--- src/hw/dcbs_pkg.sv ---
package dcbs_pkg;
   // ****************************************
   // Clock and timing
   // ****************************************
   localparam int CLK_HZ = 25000000;
   localparam int TICK_NS = 40;
   localparam int BUF_RATE_HZ = 16000;
   // Drive cycle length in clocks, rounded down
   localparam int DRIVE_CYC_CLKS = CLK_HZ / BUF_RATE_HZ;
   localparam int CYC_W = 11;
   localparam logic [CYC_W-1:0] DRIVE_CYC_LAST = CYC_W'(DRIVE_CYC_CLKS - 1);
   // Drive cycles per controller cycle
   localparam int DCYC_PER_CCYC = 4;
   localparam int DC_W = 2;
   localparam logic [DC_W-1:0] DC_LAST = DC_W'(DCYC_PER_CCYC - 1);
   // ****************************************
   // Network sizes
   // ****************************************
   localparam int MAX_AXES = 32;
   localparam int AXIS_W = 5;
   localparam int NODE_AXES = 4;
   localparam int DATA_W = 32;
   localparam int ADDR_W = 8;
   // ****************************************
   // Frame kinds
   // ****************************************
   localparam logic [1:0] KIND_CYC = 2'h0;
   localparam logic [1:0] KIND_SVC = 2'h1;
   localparam logic [1:0] KIND_ADDR = 2'h2;
   localparam logic [1:0] KIND_STRB = 2'h3;
   typedef enum logic [1:0] {DCBS_IDLE, DCBS_SEND} dcbs_tx_type;
endpackage

--- src/hw/dcbs_link_if.sv ---
`timescale 1ns/1ps
`default_nettype none
interface dcbs_link_if;
   import dcbs_pkg::*;
   // Controller to node pair
   logic dn_valid;
   logic [1:0] dn_kind;
   logic [ADDR_W-1:0] dn_node;
   logic [AXIS_W-1:0] dn_axis;
   logic [DATA_W-1:0] dn_data;
   // Node to controller pair
   logic up_valid;
   logic [1:0] up_kind;
   logic [ADDR_W-1:0] up_node;
   logic [AXIS_W-1:0] up_axis;
   logic [DATA_W-1:0] up_data;
   modport ctrl (output dn_valid, dn_kind, dn_node, dn_axis, dn_data,
      input up_valid, up_kind, up_node, up_axis, up_data);
   modport node (input dn_valid, dn_kind, dn_node, dn_axis, dn_data,
      output up_valid, up_kind, up_node, up_axis, up_data);
endinterface
`default_nettype wire

--- src/hw/dcbs_node.sv ---
`timescale 1ns/1ps
`default_nettype none
// Overview of operation
// - Node checks buffers every drive cycle
// - Controller cycle is whole drive cycles
// - Cyclic and service use separate buffers
// - Controller places slots at 40 ns
// - Packet size follows node axis count
// - Fresh cyclic demand each controller cycle
// - Drives adopt cyclic data on strobe
// - One service request per node cycle
// - Service not in cyclic drive cycle
// - Buffers updated at 16 kHz
// - Up to 32 axes networked
// - Separate receive and transmit pairs
// - Service channel queries axis parameters
// - Timing on 25 MHz clock tick
// - Controller assigns node addresses
module dcbs_node
   import dcbs_pkg::*;
(
   // Clock and reset
   input wire logic sys_clk_i,
   input wire logic rst_i,
   // Link
   dcbs_link_if.node link,
   // Drive side
   output logic [NODE_AXES*DATA_W-1:0] drive_demand_o,
   output logic drive_update_o,
   output logic drive_cycle_o,
   output logic [ADDR_W-1:0] node_addr_o,
   output logic addr_valid_o,
   output logic svc_seen_o,
   input wire logic [NODE_AXES*DATA_W-1:0] drive_resp_i,
   input wire logic [NODE_AXES*DATA_W-1:0] param_i
);
   // ****************************************
   // Registers
   // ****************************************
   logic [CYC_W-1:0] cyc_reg, cyc_next;
   logic [DATA_W-1:0] cbuf_reg [NODE_AXES];
   logic [DATA_W-1:0] cbuf_next [NODE_AXES];
   logic [NODE_AXES*DATA_W-1:0] dem_reg, dem_next;
   logic upd_reg, upd_next, tick_reg, tick_next;
   logic [ADDR_W-1:0] addr_reg, addr_next;
   logic aval_reg, aval_next;
   logic svc_pend_reg, svc_pend_next, svc_seen_reg, svc_seen_next;
   logic [AXIS_W-1:0] svc_axis_reg, svc_axis_next;
   logic uv_reg, uv_next;
   logic [1:0] uk_reg, uk_next;
   logic [AXIS_W-1:0] ua_reg, ua_next;
   logic [DATA_W-1:0] ud_reg, ud_next;
   logic [1:0] ax_cnt_reg, ax_cnt_next;
   logic resp_pend_reg, resp_pend_next;
   logic mine;

   function automatic logic [1:0] local_axis(input logic [AXIS_W-1:0] a);
      return a[1:0];
   endfunction

   assign mine = aval_reg && link.dn_node == addr_reg;

   always_comb begin
      cyc_next = cyc_reg;
      tick_next = 1'b0;
      cbuf_next = cbuf_reg;
      dem_next = dem_reg;
      upd_next = 1'b0;
      addr_next = addr_reg;
      aval_next = aval_reg;
      svc_pend_next = svc_pend_reg;
      svc_axis_next = svc_axis_reg;
      svc_seen_next = 1'b0;
      uv_next = 1'b0;
      uk_next = uk_reg;
      ua_next = ua_reg;
      ud_next = ud_reg;
      ax_cnt_next = ax_cnt_reg;
      resp_pend_next = resp_pend_reg;
      if (cyc_reg == DRIVE_CYC_LAST) begin
         cyc_next = '0;
         tick_next = 1'b1;
      end else begin
         cyc_next = cyc_reg + CYC_W'(1);
      end
      if (link.dn_valid) begin
         case (link.dn_kind)
            KIND_ADDR: begin
               addr_next = link.dn_node;
               aval_next = 1'b1;
            end
            KIND_CYC: begin
               if (mine) begin
                  cbuf_next[local_axis(link.dn_axis)] = link.dn_data;
               end
            end
            KIND_SVC: begin
               if (mine) begin
                  svc_pend_next = 1'b1;
                  svc_axis_next = link.dn_axis;
               end
            end
            KIND_STRB: begin
               for (int i = 0; i < NODE_AXES; i++) begin
                  dem_next[i*DATA_W +: DATA_W] = cbuf_reg[i];
               end
               upd_next = 1'b1;
               resp_pend_next = aval_reg;
               ax_cnt_next = '0;
            end
            default: begin
            end
         endcase
      end
      // Buffer check once per drive cycle
      if (tick_reg) begin
         if (svc_pend_reg) begin
            svc_pend_next = 1'b0;
            svc_seen_next = 1'b1;
            uv_next = 1'b1;
            uk_next = KIND_SVC;
            ua_next = svc_axis_reg;
            ud_next = param_i[local_axis(svc_axis_reg)*DATA_W +: DATA_W];
         end
      end else if (resp_pend_reg) begin
         uv_next = 1'b1;
         uk_next = KIND_CYC;
         ua_next = AXIS_W'(ax_cnt_reg);
         ud_next = drive_resp_i[ax_cnt_reg*DATA_W +: DATA_W];
         ax_cnt_next = ax_cnt_reg + 2'h1;
         if (ax_cnt_reg == 2'(NODE_AXES - 1)) begin
            resp_pend_next = 1'b0;
         end
      end
      // Service arriving while consumed is kept
      if (link.dn_valid && link.dn_kind == KIND_SVC && mine) begin
         svc_pend_next = 1'b1;
      end
   end

   always_ff @(posedge sys_clk_i) begin
      if (rst_i) begin
         cyc_reg <= '0;
         tick_reg <= 1'b0;
         for (int i = 0; i < NODE_AXES; i++) begin
            cbuf_reg[i] <= '0;
         end
         dem_reg <= '0;
         upd_reg <= 1'b0;
         addr_reg <= '0;
         aval_reg <= 1'b0;
         svc_pend_reg <= 1'b0;
         svc_axis_reg <= '0;
         svc_seen_reg <= 1'b0;
         uv_reg <= 1'b0;
         uk_reg <= '0;
         ua_reg <= '0;
         ud_reg <= '0;
         ax_cnt_reg <= '0;
         resp_pend_reg <= 1'b0;
      end else begin
         cyc_reg <= cyc_next;
         tick_reg <= tick_next;
         cbuf_reg <= cbuf_next;
         dem_reg <= dem_next;
         upd_reg <= upd_next;
         addr_reg <= addr_next;
         aval_reg <= aval_next;
         svc_pend_reg <= svc_pend_next;
         svc_axis_reg <= svc_axis_next;
         svc_seen_reg <= svc_seen_next;
         uv_reg <= uv_next;
         uk_reg <= uk_next;
         ua_reg <= ua_next;
         ud_reg <= ud_next;
         ax_cnt_reg <= ax_cnt_next;
         resp_pend_reg <= resp_pend_next;
      end
   end

   assign drive_demand_o = dem_reg;
   assign drive_update_o = upd_reg;
   assign drive_cycle_o = tick_reg;
   assign node_addr_o = addr_reg;
   assign addr_valid_o = aval_reg;
   assign svc_seen_o = svc_seen_reg;
   assign link.up_valid = uv_reg;
   assign link.up_kind = uk_reg;
   assign link.up_node = addr_reg;
   assign link.up_axis = ua_reg;
   assign link.up_data = ud_reg;
endmodule
`default_nettype wire

--- src/flat_wrapper.sv ---
// flat-port wrapper written by rule: the top's interface ports become plain ports
module dcbs_node_flat import dcbs_pkg::*;
  (sys_clk_i, rst_i, drive_demand_o, drive_update_o, drive_cycle_o, node_addr_o, addr_valid_o, svc_seen_o, drive_resp_i, param_i, link_dn_valid, link_dn_kind, link_dn_node, link_dn_axis, link_dn_data, link_up_valid, link_up_kind, link_up_node, link_up_axis, link_up_data);
  dcbs_link_if link_i ();
  input wire logic sys_clk_i;
  input wire logic rst_i;
  output logic [NODE_AXES*DATA_W-1:0] drive_demand_o;
  output logic drive_update_o;
  output logic drive_cycle_o;
  output logic [ADDR_W-1:0] node_addr_o;
  output logic addr_valid_o;
  output logic svc_seen_o;
  input wire logic [NODE_AXES*DATA_W-1:0] drive_resp_i;
  input wire logic [NODE_AXES*DATA_W-1:0] param_i;
  input wire logic [$bits(link_i.dn_valid)-1:0] link_dn_valid;
  input wire logic [$bits(link_i.dn_kind)-1:0] link_dn_kind;
  input wire logic [$bits(link_i.dn_node)-1:0] link_dn_node;
  input wire logic [$bits(link_i.dn_axis)-1:0] link_dn_axis;
  input wire logic [$bits(link_i.dn_data)-1:0] link_dn_data;
  output wire logic [$bits(link_i.up_valid)-1:0] link_up_valid;
  output wire logic [$bits(link_i.up_kind)-1:0] link_up_kind;
  output wire logic [$bits(link_i.up_node)-1:0] link_up_node;
  output wire logic [$bits(link_i.up_axis)-1:0] link_up_axis;
  output wire logic [$bits(link_i.up_data)-1:0] link_up_data;
  assign link_i.dn_valid = link_dn_valid;
  assign link_i.dn_kind = link_dn_kind;
  assign link_i.dn_node = link_dn_node;
  assign link_i.dn_axis = link_dn_axis;
  assign link_i.dn_data = link_dn_data;
  assign link_up_valid = link_i.up_valid;
  assign link_up_kind = link_i.up_kind;
  assign link_up_node = link_i.up_node;
  assign link_up_axis = link_i.up_axis;
  assign link_up_data = link_i.up_data;
  dcbs_node u_core (.sys_clk_i(sys_clk_i), .rst_i(rst_i), .link(link_i), .drive_demand_o(drive_demand_o), .drive_update_o(drive_update_o), .drive_cycle_o(drive_cycle_o), .node_addr_o(node_addr_o), .addr_valid_o(addr_valid_o), .svc_seen_o(svc_seen_o), .drive_resp_i(drive_resp_i), .param_i(param_i));
endmodule
--- config.mk ---
export PLATFORM = sky130hd
export DESIGN_NAME = dcbs_node_flat
export DESIGN_NICKNAME = d
export VERILOG_FILES = /design/src/hw/dcbs_pkg.sv /design/src/hw/dcbs_link_if.sv /design/src/hw/dcbs_node.sv /design/src/flat_wrapper.sv
export SDC_FILE = /design/constraint.sdc
export NUM_CORES = 1
export LEC_CHECK = 0
export BUFFER_PORTS_ARGS = -buffer_cell sky130_fd_sc_hd__buf_4
export CAP_MARGIN = 30
export CORE_AREA = 10 10 184 186
export CTS_CLUSTER_DIAMETER = 50
export DETAILED_ROUTE_END_ITERATION = 6
export DIE_AREA = 0 0 194 196
export PLACE_DENSITY = 0.81
export REMOVE_ABC_BUFFERS = 1
export SLEW_MARGIN = 5
export SYNTH_ARGS = -nofsm -noshare
export SYNTH_HDL_FRONTEND = slang
export SYNTH_SLANG_ARGS = --single-unit
--- constraint.sdc ---
create_clock -name sys_clk_i -period 2.4 [get_ports sys_clk_i]
set_input_delay 0.12 -clock sys_clk_i [delete_from_list [all_inputs] [get_ports sys_clk_i]]
set_output_delay 0.12 -clock sys_clk_i [all_outputs]
set_load 0.005 [all_outputs]
==> flow_summary.yaml, run 1 <==
cts:
  clk_pin_slew_ns: 0.06
  h-tree-depth: 2
  clkLatencyLatePin_ns: 0.53
  tritoncts: "yes"
  cts.path.max_buffers: 3
  numCtsBuffers: 39
  postCtsSetupRepairBufs: 0
  clkSinkCount: 327
  cts-root-buf: "clkbuf_16"
critical_path:
  crit_arrival_ns: 2.65
  critPathRequiredTime_ns: 2.85
  r2r_cells: 6
  crit_end: "u_core.svc_axis_reg[3]"
  r2r_slack_ns: 0.19
  end_kind: "flop"
  cp-startpoint: "u_core.link.up_node[3]"
  worst_setup_path_start_kind: "flop"
  r2r_end: "u_core.svc_axis_reg[3]"
  worstPathMaxFanout: 9
  critPathKind: "reg -> reg"
  r2r-start: "u_core.link.up_node[3]"
route:
  drc: 0
  post_drt_wl_per_cell_um: 22.52
  drtIter0Drc: 756
  vias_per_cell: 5.274
  num_vias: 12377
  firstDrtPassIters: 7
  route.antenna.remaining_nets: 0
  wl_mm: 52.86
place:
  hpwl_mm: 40.09
  portBuffers: 492
  dpl_cell_area_um2: 18020
  dp_cells: 2217
  gp_congestion: 0.9758
global_route:
  grt_first_pass_wirelength_mm: 77.67
  grt_max_degree: 85
  antenna_found_initial: 16
  grt.overflow.total: 0
  grt_pass1_vias: 12670
  grt_usage: 0.2618
synthesis:
  synth_top_area_frac: 0.4692
  synth_largest_area_cell: "dfxtp_1"
  synth_cell_types: 37
  ys_top_cells_by_area: "dfxtp_1 (47%), mux2i_1 (12%), mux4_2 (10%)"
  netlist_instances: 1417
  syn_area_per_cell_um2: 9.845
  synth_flop_cell: "dfxtp_1"
  yosysSeqAreaShare: 0.4692
  async_flop_share: 0
  synth_edf_count: 0
  ys_warn_count: 0
  syn-cell-area_um2: 13950
  synth.ff_latch_count: 327
hold_path:
  hp-class: "in -> reg"
floorplan:
  fp.dieH_um: 196
  core-area_um2: 30270
  num_rows: 64
  io_pins: 494
  die_area_um2: 38020
  start_util: 0.4609
  die_width_um: 194
final_layout:
  postLayoutCoreUtil: 0.6568
  syn_to_final_growth_pct: 42.50
  layout.cells.non_filler: 2347
  fin_nets: 2217
  drive_gt1_frac: 0.3442
  design_area_um2: 19880
power:
  switching_share: 0.2291
  intPower_uw: 9815
  power_switching_uw: 2917
  p_leak_uw: 0.008392
  ir_drop_mv: 0.7650
  clock_power_share: 0.477
  combinationalPowerShare: 0.090
  p_seq_frac: 0.433
  cellPowerDensity_nw_per_um2: 640.4
  power_uw: 12730
sta:
  setup_viol: 0
  layout_min_cycle_time_ns: 2.207
  rsz0062_at_grt: "no"
  finalHoldViolCount: 0
  finalClockSkew_ns: 0.01949
  post-route-period-util: 0.9197
  maxSlewHeadroom: 0.5393
  drv_slew: 0
  worst_pin_slew_ns: 0.6911
  holdWs_ns: 0.02662
  max_freq_mhz: 453.1
outcome:
  status: "finished clean"
flow_run:
  cap_viol_max_count: 0
==> worst max-delay path, stage by stage (launching register included) <==
cell	delay [ns]
dfxtp_1	0.39
inv_1	0.08
a222oi_1	0.41
and4_4	0.39
nand4_1	0.11
dlygate4sd3_1	0.59
a21oi_1	0.15
==> cell type report <==
class / instances / area, µm²
fill: 2343 / 10390
clock buffer: 51 / 1081
inverter: 6 / 22.52
timing repair buffer: 569 / 4543
tap: 396 / 495.5
multi-input combinational: 965 / 6873
sequential: 327 / 6553
clock inverter: 20 / 280.3
antenna: 13 / 32.53
==> repair_timing <==
action	in CTS	in global routing
hold buffers	46	0
setup endpoints to repair	0	2
endpoints found under the hold margin	121	0
resized for setup	0	1
==> cell usage in the layout (no fill, tap or decap), types with 4 or more instances in the layout <==
cell           synthesis  layout
a211oi_1              34      34
a21oi_1              139     139
buf_12                 0      12
buf_4                 10     510
bufinv_16              0       4
clkbuf_1              73       6
clkbuf_16              0      39
clkbuf_8               0       7
clkinv_2               0       4
dfxtp_1              327     322
dfxtp_2                0       5
diode_2                0      13
dlygate4sd3_1          0      46
inv_1                  6       6
inv_6                  0       5
mux2i_1              169     169
mux4_2                64      64
nand2_1              267     266
nand2b_1             164     164
nand3_1                9       8
nand4_1                7       7
nor2_1                66      66
o31ai_1                5       5
xnor2_1                6       6
xor2_1                 8       8
==> cell usage after synthesis, types with 6 or more instances <==
cell      number
dfxtp_1      327
nand3_1        9
buf_2         19
xnor2_1        6
a21oi_1      139
inv_1          6
nand4_1        7
mux2i_1      169
buf_4         10
nand2_1      267
xor2_1         8
nor2_1        66
buf_1         14
mux4_2        64
nand2b_1     164
a211oi_1      34
clkbuf_1      73
==> routing by layer <==
metal	wire length (µm)	vias to the layer above	share of wire	global-route usage
met2	25850	464	0.49	0.4342
met1	20090	5972	0.38	0.3020
met4	2490	6	0.047	0.1357
met5	38	-	0.00072	0
li1	-	5829	-	-
met3	4384	106	0.083	0.07639
==> power groups by stage <==
stage	Clock, µW	Combinational [µW]	Sequential (µW)
after detailed placement	0	1080	5630
after floorplan	0	347	5640
after global routing	6390	1220	5510
final	6080	1150	5510
after CTS	6180	1150	5510
after global placement	0	1070	5630
==> stage by stage <==
stage                     setup WS [ns]  TNS [ns]
after floorplan                  -1.029   -129.51
after global placement           0.3970         0
after detailed placement         0.3298         0
after CTS                        0.1713         0
after global routing            0.04058         0
final                            0.1928         0
==> worst min-delay path by stage <==
stage,to,cells after the start,start,slack [ns]
2_1_floorplan,u_core.addr_valid_o,1,rst_i,0.19
3_3_place_gp,u_core.link.up_node[6],3,link_dn_node[6],0.37
3_5_place_dp,u_core.link.up_node[1],3,link_dn_node[1],0.38
4_1_cts,u_core.cbuf_reg[102],3,link_dn_data[6],0.0009
5_1_grt,u_core.cbuf_reg[6],3,link_dn_data[6],0.03
6_report,u_core.cbuf_reg[102],3,link_dn_data[6],0.03
==> cell families (layout without fill, tap and decap cells) <==
kind of cell	Yosys count	after routing	share of synthesized area
AOI/OAI and AO/OA	185	185	0.07543
xor gates and xnor gates	14	14	0.008789
adders and majority gates	3	3	0.002691
buffers and inverters	125	646	0.03964
DFF	327	327	0.4692
muxes	233	233	0.2246
other	1	14	0.0002688
and+or+nand+nor	529	529	0.1794
No activity file was read; power rests on OpenSTA's default activity.
==> run 2: changes to the inputs <==
- CORE_AREA: 10 10 184 186 -> 2 2 190 192
- DIE_AREA: 0 0 194 196 -> 0 0 192 194
- PLACE_DENSITY: 0.81 -> 0.72
- clock period: 2.4 -> 2.85 ns (I/O delays scaled with it)
==> run 2 against run 1 <==
Combinational power is 17% lower. Critical path depth unchanged. Via count is 2.0% lower. Clock skew grew 0.0043 ns. Setup slack better by 0.33 ns. Largest power group unchanged.
==> flow_summary.yaml, run 2 (same netlist as run 1, synthesis figures left out) <==
critical_path:
  critPathRequiredTime_ns: 3.28
  r2r_end: "u_core.svc_axis_reg[1]"
  critPathKind: "reg -> reg"
  r2r_cells: 6
  worst_setup_path_start_kind: "flop"
  crit_arrival_ns: 2.75
  end_kind: "flop"
  r2r_slack_ns: 0.53
  r2r-start: "u_core.link.up_node[3]"
  worstPathMaxFanout: 9
route:
  wl_mm: 48.99
  vias_per_cell: 5.039
  drtIter0Drc: 751
  firstDrtPassIters: 5
  post_drt_wl_per_cell_um: 20.36
  drc: 0
  route.antenna.remaining_nets: 0
  num_vias: 12125
place:
  hpwl_mm: 36.21
  portBuffers: 492
  gp_congestion: 0.9510
  dp_cells: 2277
floorplan:
  die_width_um: 192
  num_rows: 69
  core-area_um2: 35220
  io_pins: 494
  start_util: 0.3961
  die_area_um2: 37250
  fp.dieH_um: 194
final_layout:
  layout.cells.non_filler: 2406
  fin_nets: 2216
  layout.cells.most_common: "buf_4"
  drive_gt1_frac: 0.3419
  syn_to_final_growth_pct: 42.53
  layout_common_cells: "buf_4 (509), dfxtp_1 (322), nand2_1 (266)"
  nFillCells: 3072
sta:
  maxSlewHeadroom: 0.3587
  setup_viol: 0
  max_freq_mhz: 430.5
  rsz0062_at_grt: "no"
  layout_min_cycle_time_ns: 2.323
  finalClockSkew_ns: 0.02381
  drv_slew: 0
  post-route-period-util: 0.8150
  holdWs_ns: 0.03654
  finalHoldViolCount: 0
  worst_pin_slew_ns: 0.9620
global_route:
  antenna_found_initial: 12
  grt_pass1_vias: 12112
  grt_first_pass_wirelength_mm: 72.05
  grt_usage: 0.2535
  grt.overflow.total: 0
  grt_max_degree: 150
power:
  ir_drop_mv: 0.4012
  p_leak_uw: 0.008353
  cellPowerDensity_nw_per_um2: 541.0
cts:
  h-tree-depth: 2
  cts-root-buf: "clkbuf_16"
  clkSinkCount: 327
  numCtsBuffers: 42
  clk_pin_slew_ns: 0.06
  clkLatencyLatePin_ns: 0.53
  cts.path.max_buffers: 3
  tritoncts: "yes"
hold_path:
  hp-class: "in -> reg"
  hold_start: "link_dn_data[31]"
  min_to: "u_core.cbuf_reg[95]"
  hold_depth: 3
outcome:
  status: "finished clean"
flow_run:
  cap_viol_max_count: 0
## run 2: cell type report
cell class                 count  area [µm²]  share of cell area
antenna                        9       22.52            0.001133
sequential                   327        6553              0.3295
multi-input combinational    965        6872              0.3456
timing repair buffer         565        4466              0.2246
tap                          461       576.8             0.02901
clock buffer                  57        1177             0.05921
inverter                       6       22.52            0.001133
clock inverter                16       195.2            0.009816
## run 2: timing repair
item                      CTS  global route
hold buffers               47             0
setup buffers               0             0
hold endpoints to repair  116             0
resized for setup           0             0
## run 2: where the power goes
group | internal, µW | total [µW] | switching, µW
sequential | 4610 | 4640 | 28.0
combinational | 549 | 954 | 405
clock | 3110 | 5160 | 2050
## run 2: worst max-delay path: stages (launching register included)
cell	delay, ns
dfxtp_1	0.38
inv_1	0.07
a222oi_1	0.45
and4_2	0.47
nand4_1	0.12
dlygate4sd3_1	0.57
a21oi_1	0.17
## run 2: worst max-delay path by stage
stage	from	cells after the start	endpoint	slack, ns
3_5_place_dp	u_core.link.up_node[3]	6	u_core.cbuf_reg[25]	0.66
5_1_grt	u_core.link.up_node[3]	6	u_core.svc_axis_reg[1]	0.34
3_3_place_gp	u_core.link.up_node[3]	6	u_core.cbuf_reg[33]	0.72
4_1_cts	u_core.link.up_node[3]	6	u_core.svc_axis_reg[1]	0.54
2_1_floorplan	u_core.drive_cycle_o	4	u_core.link.up_axis[2]	-0.58
6_report	u_core.link.up_node[3]	6	u_core.svc_axis_reg[1]	0.53
## run 2: per-stage QoR
stage          instance area (µm²)  TNS (ns)  utilization  power (µW)  worst slack (ns)
6_report                     19880         0       0.5645       10760            0.5273
5_1_grt                      19870         0       0.5642       11110            0.3400
4_1_cts                      19860         0       0.5639       10850            0.5426
3_5_place_dp                 18020         0       0.5115        5643            0.6624
3_3_place_gp                 18020         0       0.5115        5630            0.7193
2_1_floorplan                13420    -42.03            -        5041           -0.5794
## run 2: layer usage
layer | vias up | track usage | part of all wire
met5 | - | 0 | 0.00027
met4 | 2 | 0.07831 | 0.023
met1 | 5825 | 0.3223 | 0.42
met3 | 63 | 0.05104 | 0.068
met2 | 400 | 0.4312 | 0.49
li1 | 5835 | - | -
==> run 3: changes to the inputs <==
- ABC_AREA: default -> 1
- CORE_AREA: 2 2 190 192 -> 2 2 191 193
- DIE_AREA: 0 0 192 194 -> 0 0 193 195
- PLACE_DENSITY: 0.72 -> 0.74
- clock period: 2.85 -> 2.25 ns (I/O delays scaled with it)
==> run 3 against run 2 <==
Setup slack lost 0.35 ns. Clock skew shrank 0.00078 ns. Register-to-register slack lost 0.35 ns. Non-clock buffer count grew 30. Count of clock-buffer cells in the layout shrank 7. Maximum frequency grew 12%. Combinational power grew 69%. Largest power group unchanged.
==> flow_summary.yaml, run 3 <==
floorplan:
  io_pins: 494
  start_util: 0.4226
  fp.dieH_um: 195
  die_width_um: 193
  die_area_um2: 37640
  core-area_um2: 35400
  num_rows: 69
critical_path:
  r2r-start: "u_core.drive_cycle_o"
  critical_path_buf_inv_count: 4
  cpPeakStageDelay_ns: 0.58
  critPathKind: "reg -> reg"
  cp-startpoint: "u_core.drive_cycle_o"
  r2r_cells: 7
  cp_cell_sequence: "buf_4 > inv_1 > buf_4 > nand4_1 > o2111ai_1 > dlygate4sd3_1 > nand2_1"
  r2r_end: "u_core.link.up_data[29]"
  worstPathMaxFanout: 30
  r2r_slack_ns: 0.17
  cp_common_cell: "buf_4"
  worst_setup_path_start_kind: "flop"
  crit_arrival_ns: 2.54
  end_kind: "flop"
  crit_family: "buffers and inverters"
  cp_slowest_cell: "dlygate4sd3_1"
  critPathRequiredTime_ns: 2.71
sta:
  max_freq_mhz: 481.5
  finalClockSkew_ns: 0.02303
  layout_min_cycle_time_ns: 2.077
  holdWs_ns: 0.01208
  maxSlewHeadroom: 0.5024
  finalHoldViolCount: 0
  rsz0062_at_grt: "no"
  worst_pin_slew_ns: 0.7455
  fin_ws_ns: 0.1731
  drv_slew: 0
  setup_viol: 0
  post-route-period-util: 0.9230
final_layout:
  nFillCells: 3224
  postLayoutCoreUtil: 0.5903
  design_area_um2: 20900
  layout_common_cells: "buf_4 (538), inv_1 (325), nand2_1 (325), dfxtp_1 (325), o21ai_0 (299)"
  fin_nets: 2952
  layout.cells.most_common: "buf_4"
  drive_gt1_frac: 0.2390
  multi_input_area_um2: 6449
  syn_to_final_growth_pct: 39.70
  regArea_um2: 6549
outcome:
  status: "finished clean"
cts:
  tritoncts: "yes"
  h-tree-depth: 2
  clk_pin_slew_ns: 0.06
  clkLatencyLatePin_ns: 0.52
  ctsResizeCount: 0
  clkSinkCount: 327
  numCtsBuffers: 40
  cts.path.max_buffers: 3
  cts-root-buf: "clkbuf_16"
power:
  switching_share: 0.2474
  combinationalPowerShare: 0.114
  p_seq_frac: 0.429
  intPower_uw: 10620
  power_uw: 14110
  cellPowerDensity_nw_per_um2: 675.5
  clock_power_share: 0.457
  power_switching_uw: 3492
  ir_drop_mv: 0.5714
  p_leak_uw: 0.009771
synthesis:
  async_flop_share: 0
  synth_edf_count: 0
  synth_largest_area_cell: "dfxtp_1"
  synth_flop_cell: "dfxtp_1"
  syn-cell-area_um2: 14960
  synth_top_area_frac: 0.4377
  synth.ff_latch_count: 327
  syn_area_per_cell_um2: 6.855
  synth_cell_types: 31
  yosysSeqAreaShare: 0.4377
  synth.top_cells.by_count: "dfxtp_1 (327), inv_1 (327), nand2_1 (325)"
  netlist_instances: 2182
  ys_top_cells_by_area: "dfxtp_1 (44%), o21ai_0 (10%), inv_1 (8.2%)"
  ys_warn_count: 0
place:
  gp_congestion: 1.002
  hpwl_mm: 40.54
  portBuffers: 492
  pre_cts_slack_ns: 0.4034
  dpl_cell_area_um2: 19030
route:
  top_layer: "met5"
  met1Wirelength_mm: 24.91
  drc: 0
  route.met2.wl_mm: 26.09
  drtIter0Drc: 1235
  wl_mm: 57.61
  firstDrtPassIters: 5
  num_vias: 16453
  route.antenna.remaining_nets: 0
  vias_per_cell: 5.245
  dr_wl_met3_mm: 4.852
  post_drt_wl_per_cell_um: 18.36
hold_path:
  hp-class: "in -> reg"
  hold_start: "link_dn_data[6]"
  min_to: "u_core.cbuf_reg[6]"
  hold_depth: 5
global_route:
  antenna_found_initial: 6
  grt_first_pass_wirelength_mm: 86.31
  grt.overflow.total: 0
  grt_max_degree: 108
  grt_pass1_vias: 15456
  grt_usage: 0.2921
flow_run:
  cap_viol_max_count: 0
run 3: worst max path at each step:
stage | to | cells after the start
after global routing | u_core.svc_axis_reg[3] | 10
after global placement | u_core.cbuf_reg[48] | 10
after detailed placement | u_core.cbuf_reg[108] | 10
after floorplan | u_core.cyc_reg[10] | 3
after CTS | u_core.svc_axis_reg[2] | 10
final | u_core.link.up_data[29] | 7
run 3: worst register-to-register path, stage by stage (launching register included):
cell and delay, ns:
dfxtp_1 0.35, buf_4 0.37, inv_1 0.12, buf_4 0.26, nand4_1 0.17, o2111ai_1 0.11
dlygate4sd3_1 0.58, nand2_1 0.06
run 3: per-stage QoR:
stage | std cells | TNS, ns
floorplan | 2006 | -755.70
global placement | 3010 | 0
detailed placement | 3010 | 0
CTS | 3131 | 0
global route | 3137 | 0
finish | 3137 | 0
run 3: routing by layer:
metal,track usage,up-vias
met1,0.3969,7637
met2,0.4652,692
li1,-,8009
met3,0.05410,113
met4,0.09877,2
met5,0,-
run 3: layout make-up:
class | instances | share of cell area
repair buffers | 595 | 0.2249
inverters | 333 | 0.06042
multi-input cells | 1346 | 0.3086
flip-flops and latches | 327 | 0.3134
clock inverters | 23 | 0.01018
well taps | 461 | 0.02760
diodes | 2 | 0.0002395
clock buffers | 50 | 0.05461
run 3: power groups by stage:
stage          registers [µW]  logic, µW  clock network (µW)
2_1_floorplan            6180        580                   0
3_3_place_gp             6170       1510                   0
6_report                 6050       1610                6460
5_1_grt                  6060       1740                6800
4_1_cts                  6050       1590                6550
3_5_place_dp             6170       1520                   0
run 3: logic make-up (layout without fill, tap and decap cells):
| logic type | after synthesis | after routing | synth area share |
|---|---|---|---|
| buf+inv | 509 | 1001 | 0.1333 |
| flops | 327 | 327 | 0.4377 |
| other cells | 1 | 3 | 0.0002507 |
| simple gates | 812 | 812 | 0.2338 |
| xor+xnor | 4 | 4 | 0.002343 |
| fa+ha+maj | 3 | 3 | 0.002510 |
| compound gates | 526 | 526 | 0.1901 |
run 3: timing repair:
| item | CTS | global route |
|---|---|---|
| setup buffers | 0 | 4 |
| endpoints found under the setup margin | 0 | 3 |
| hold buffers | 48 | 0 |
| hold endpoints to repair | 113 | 0 |
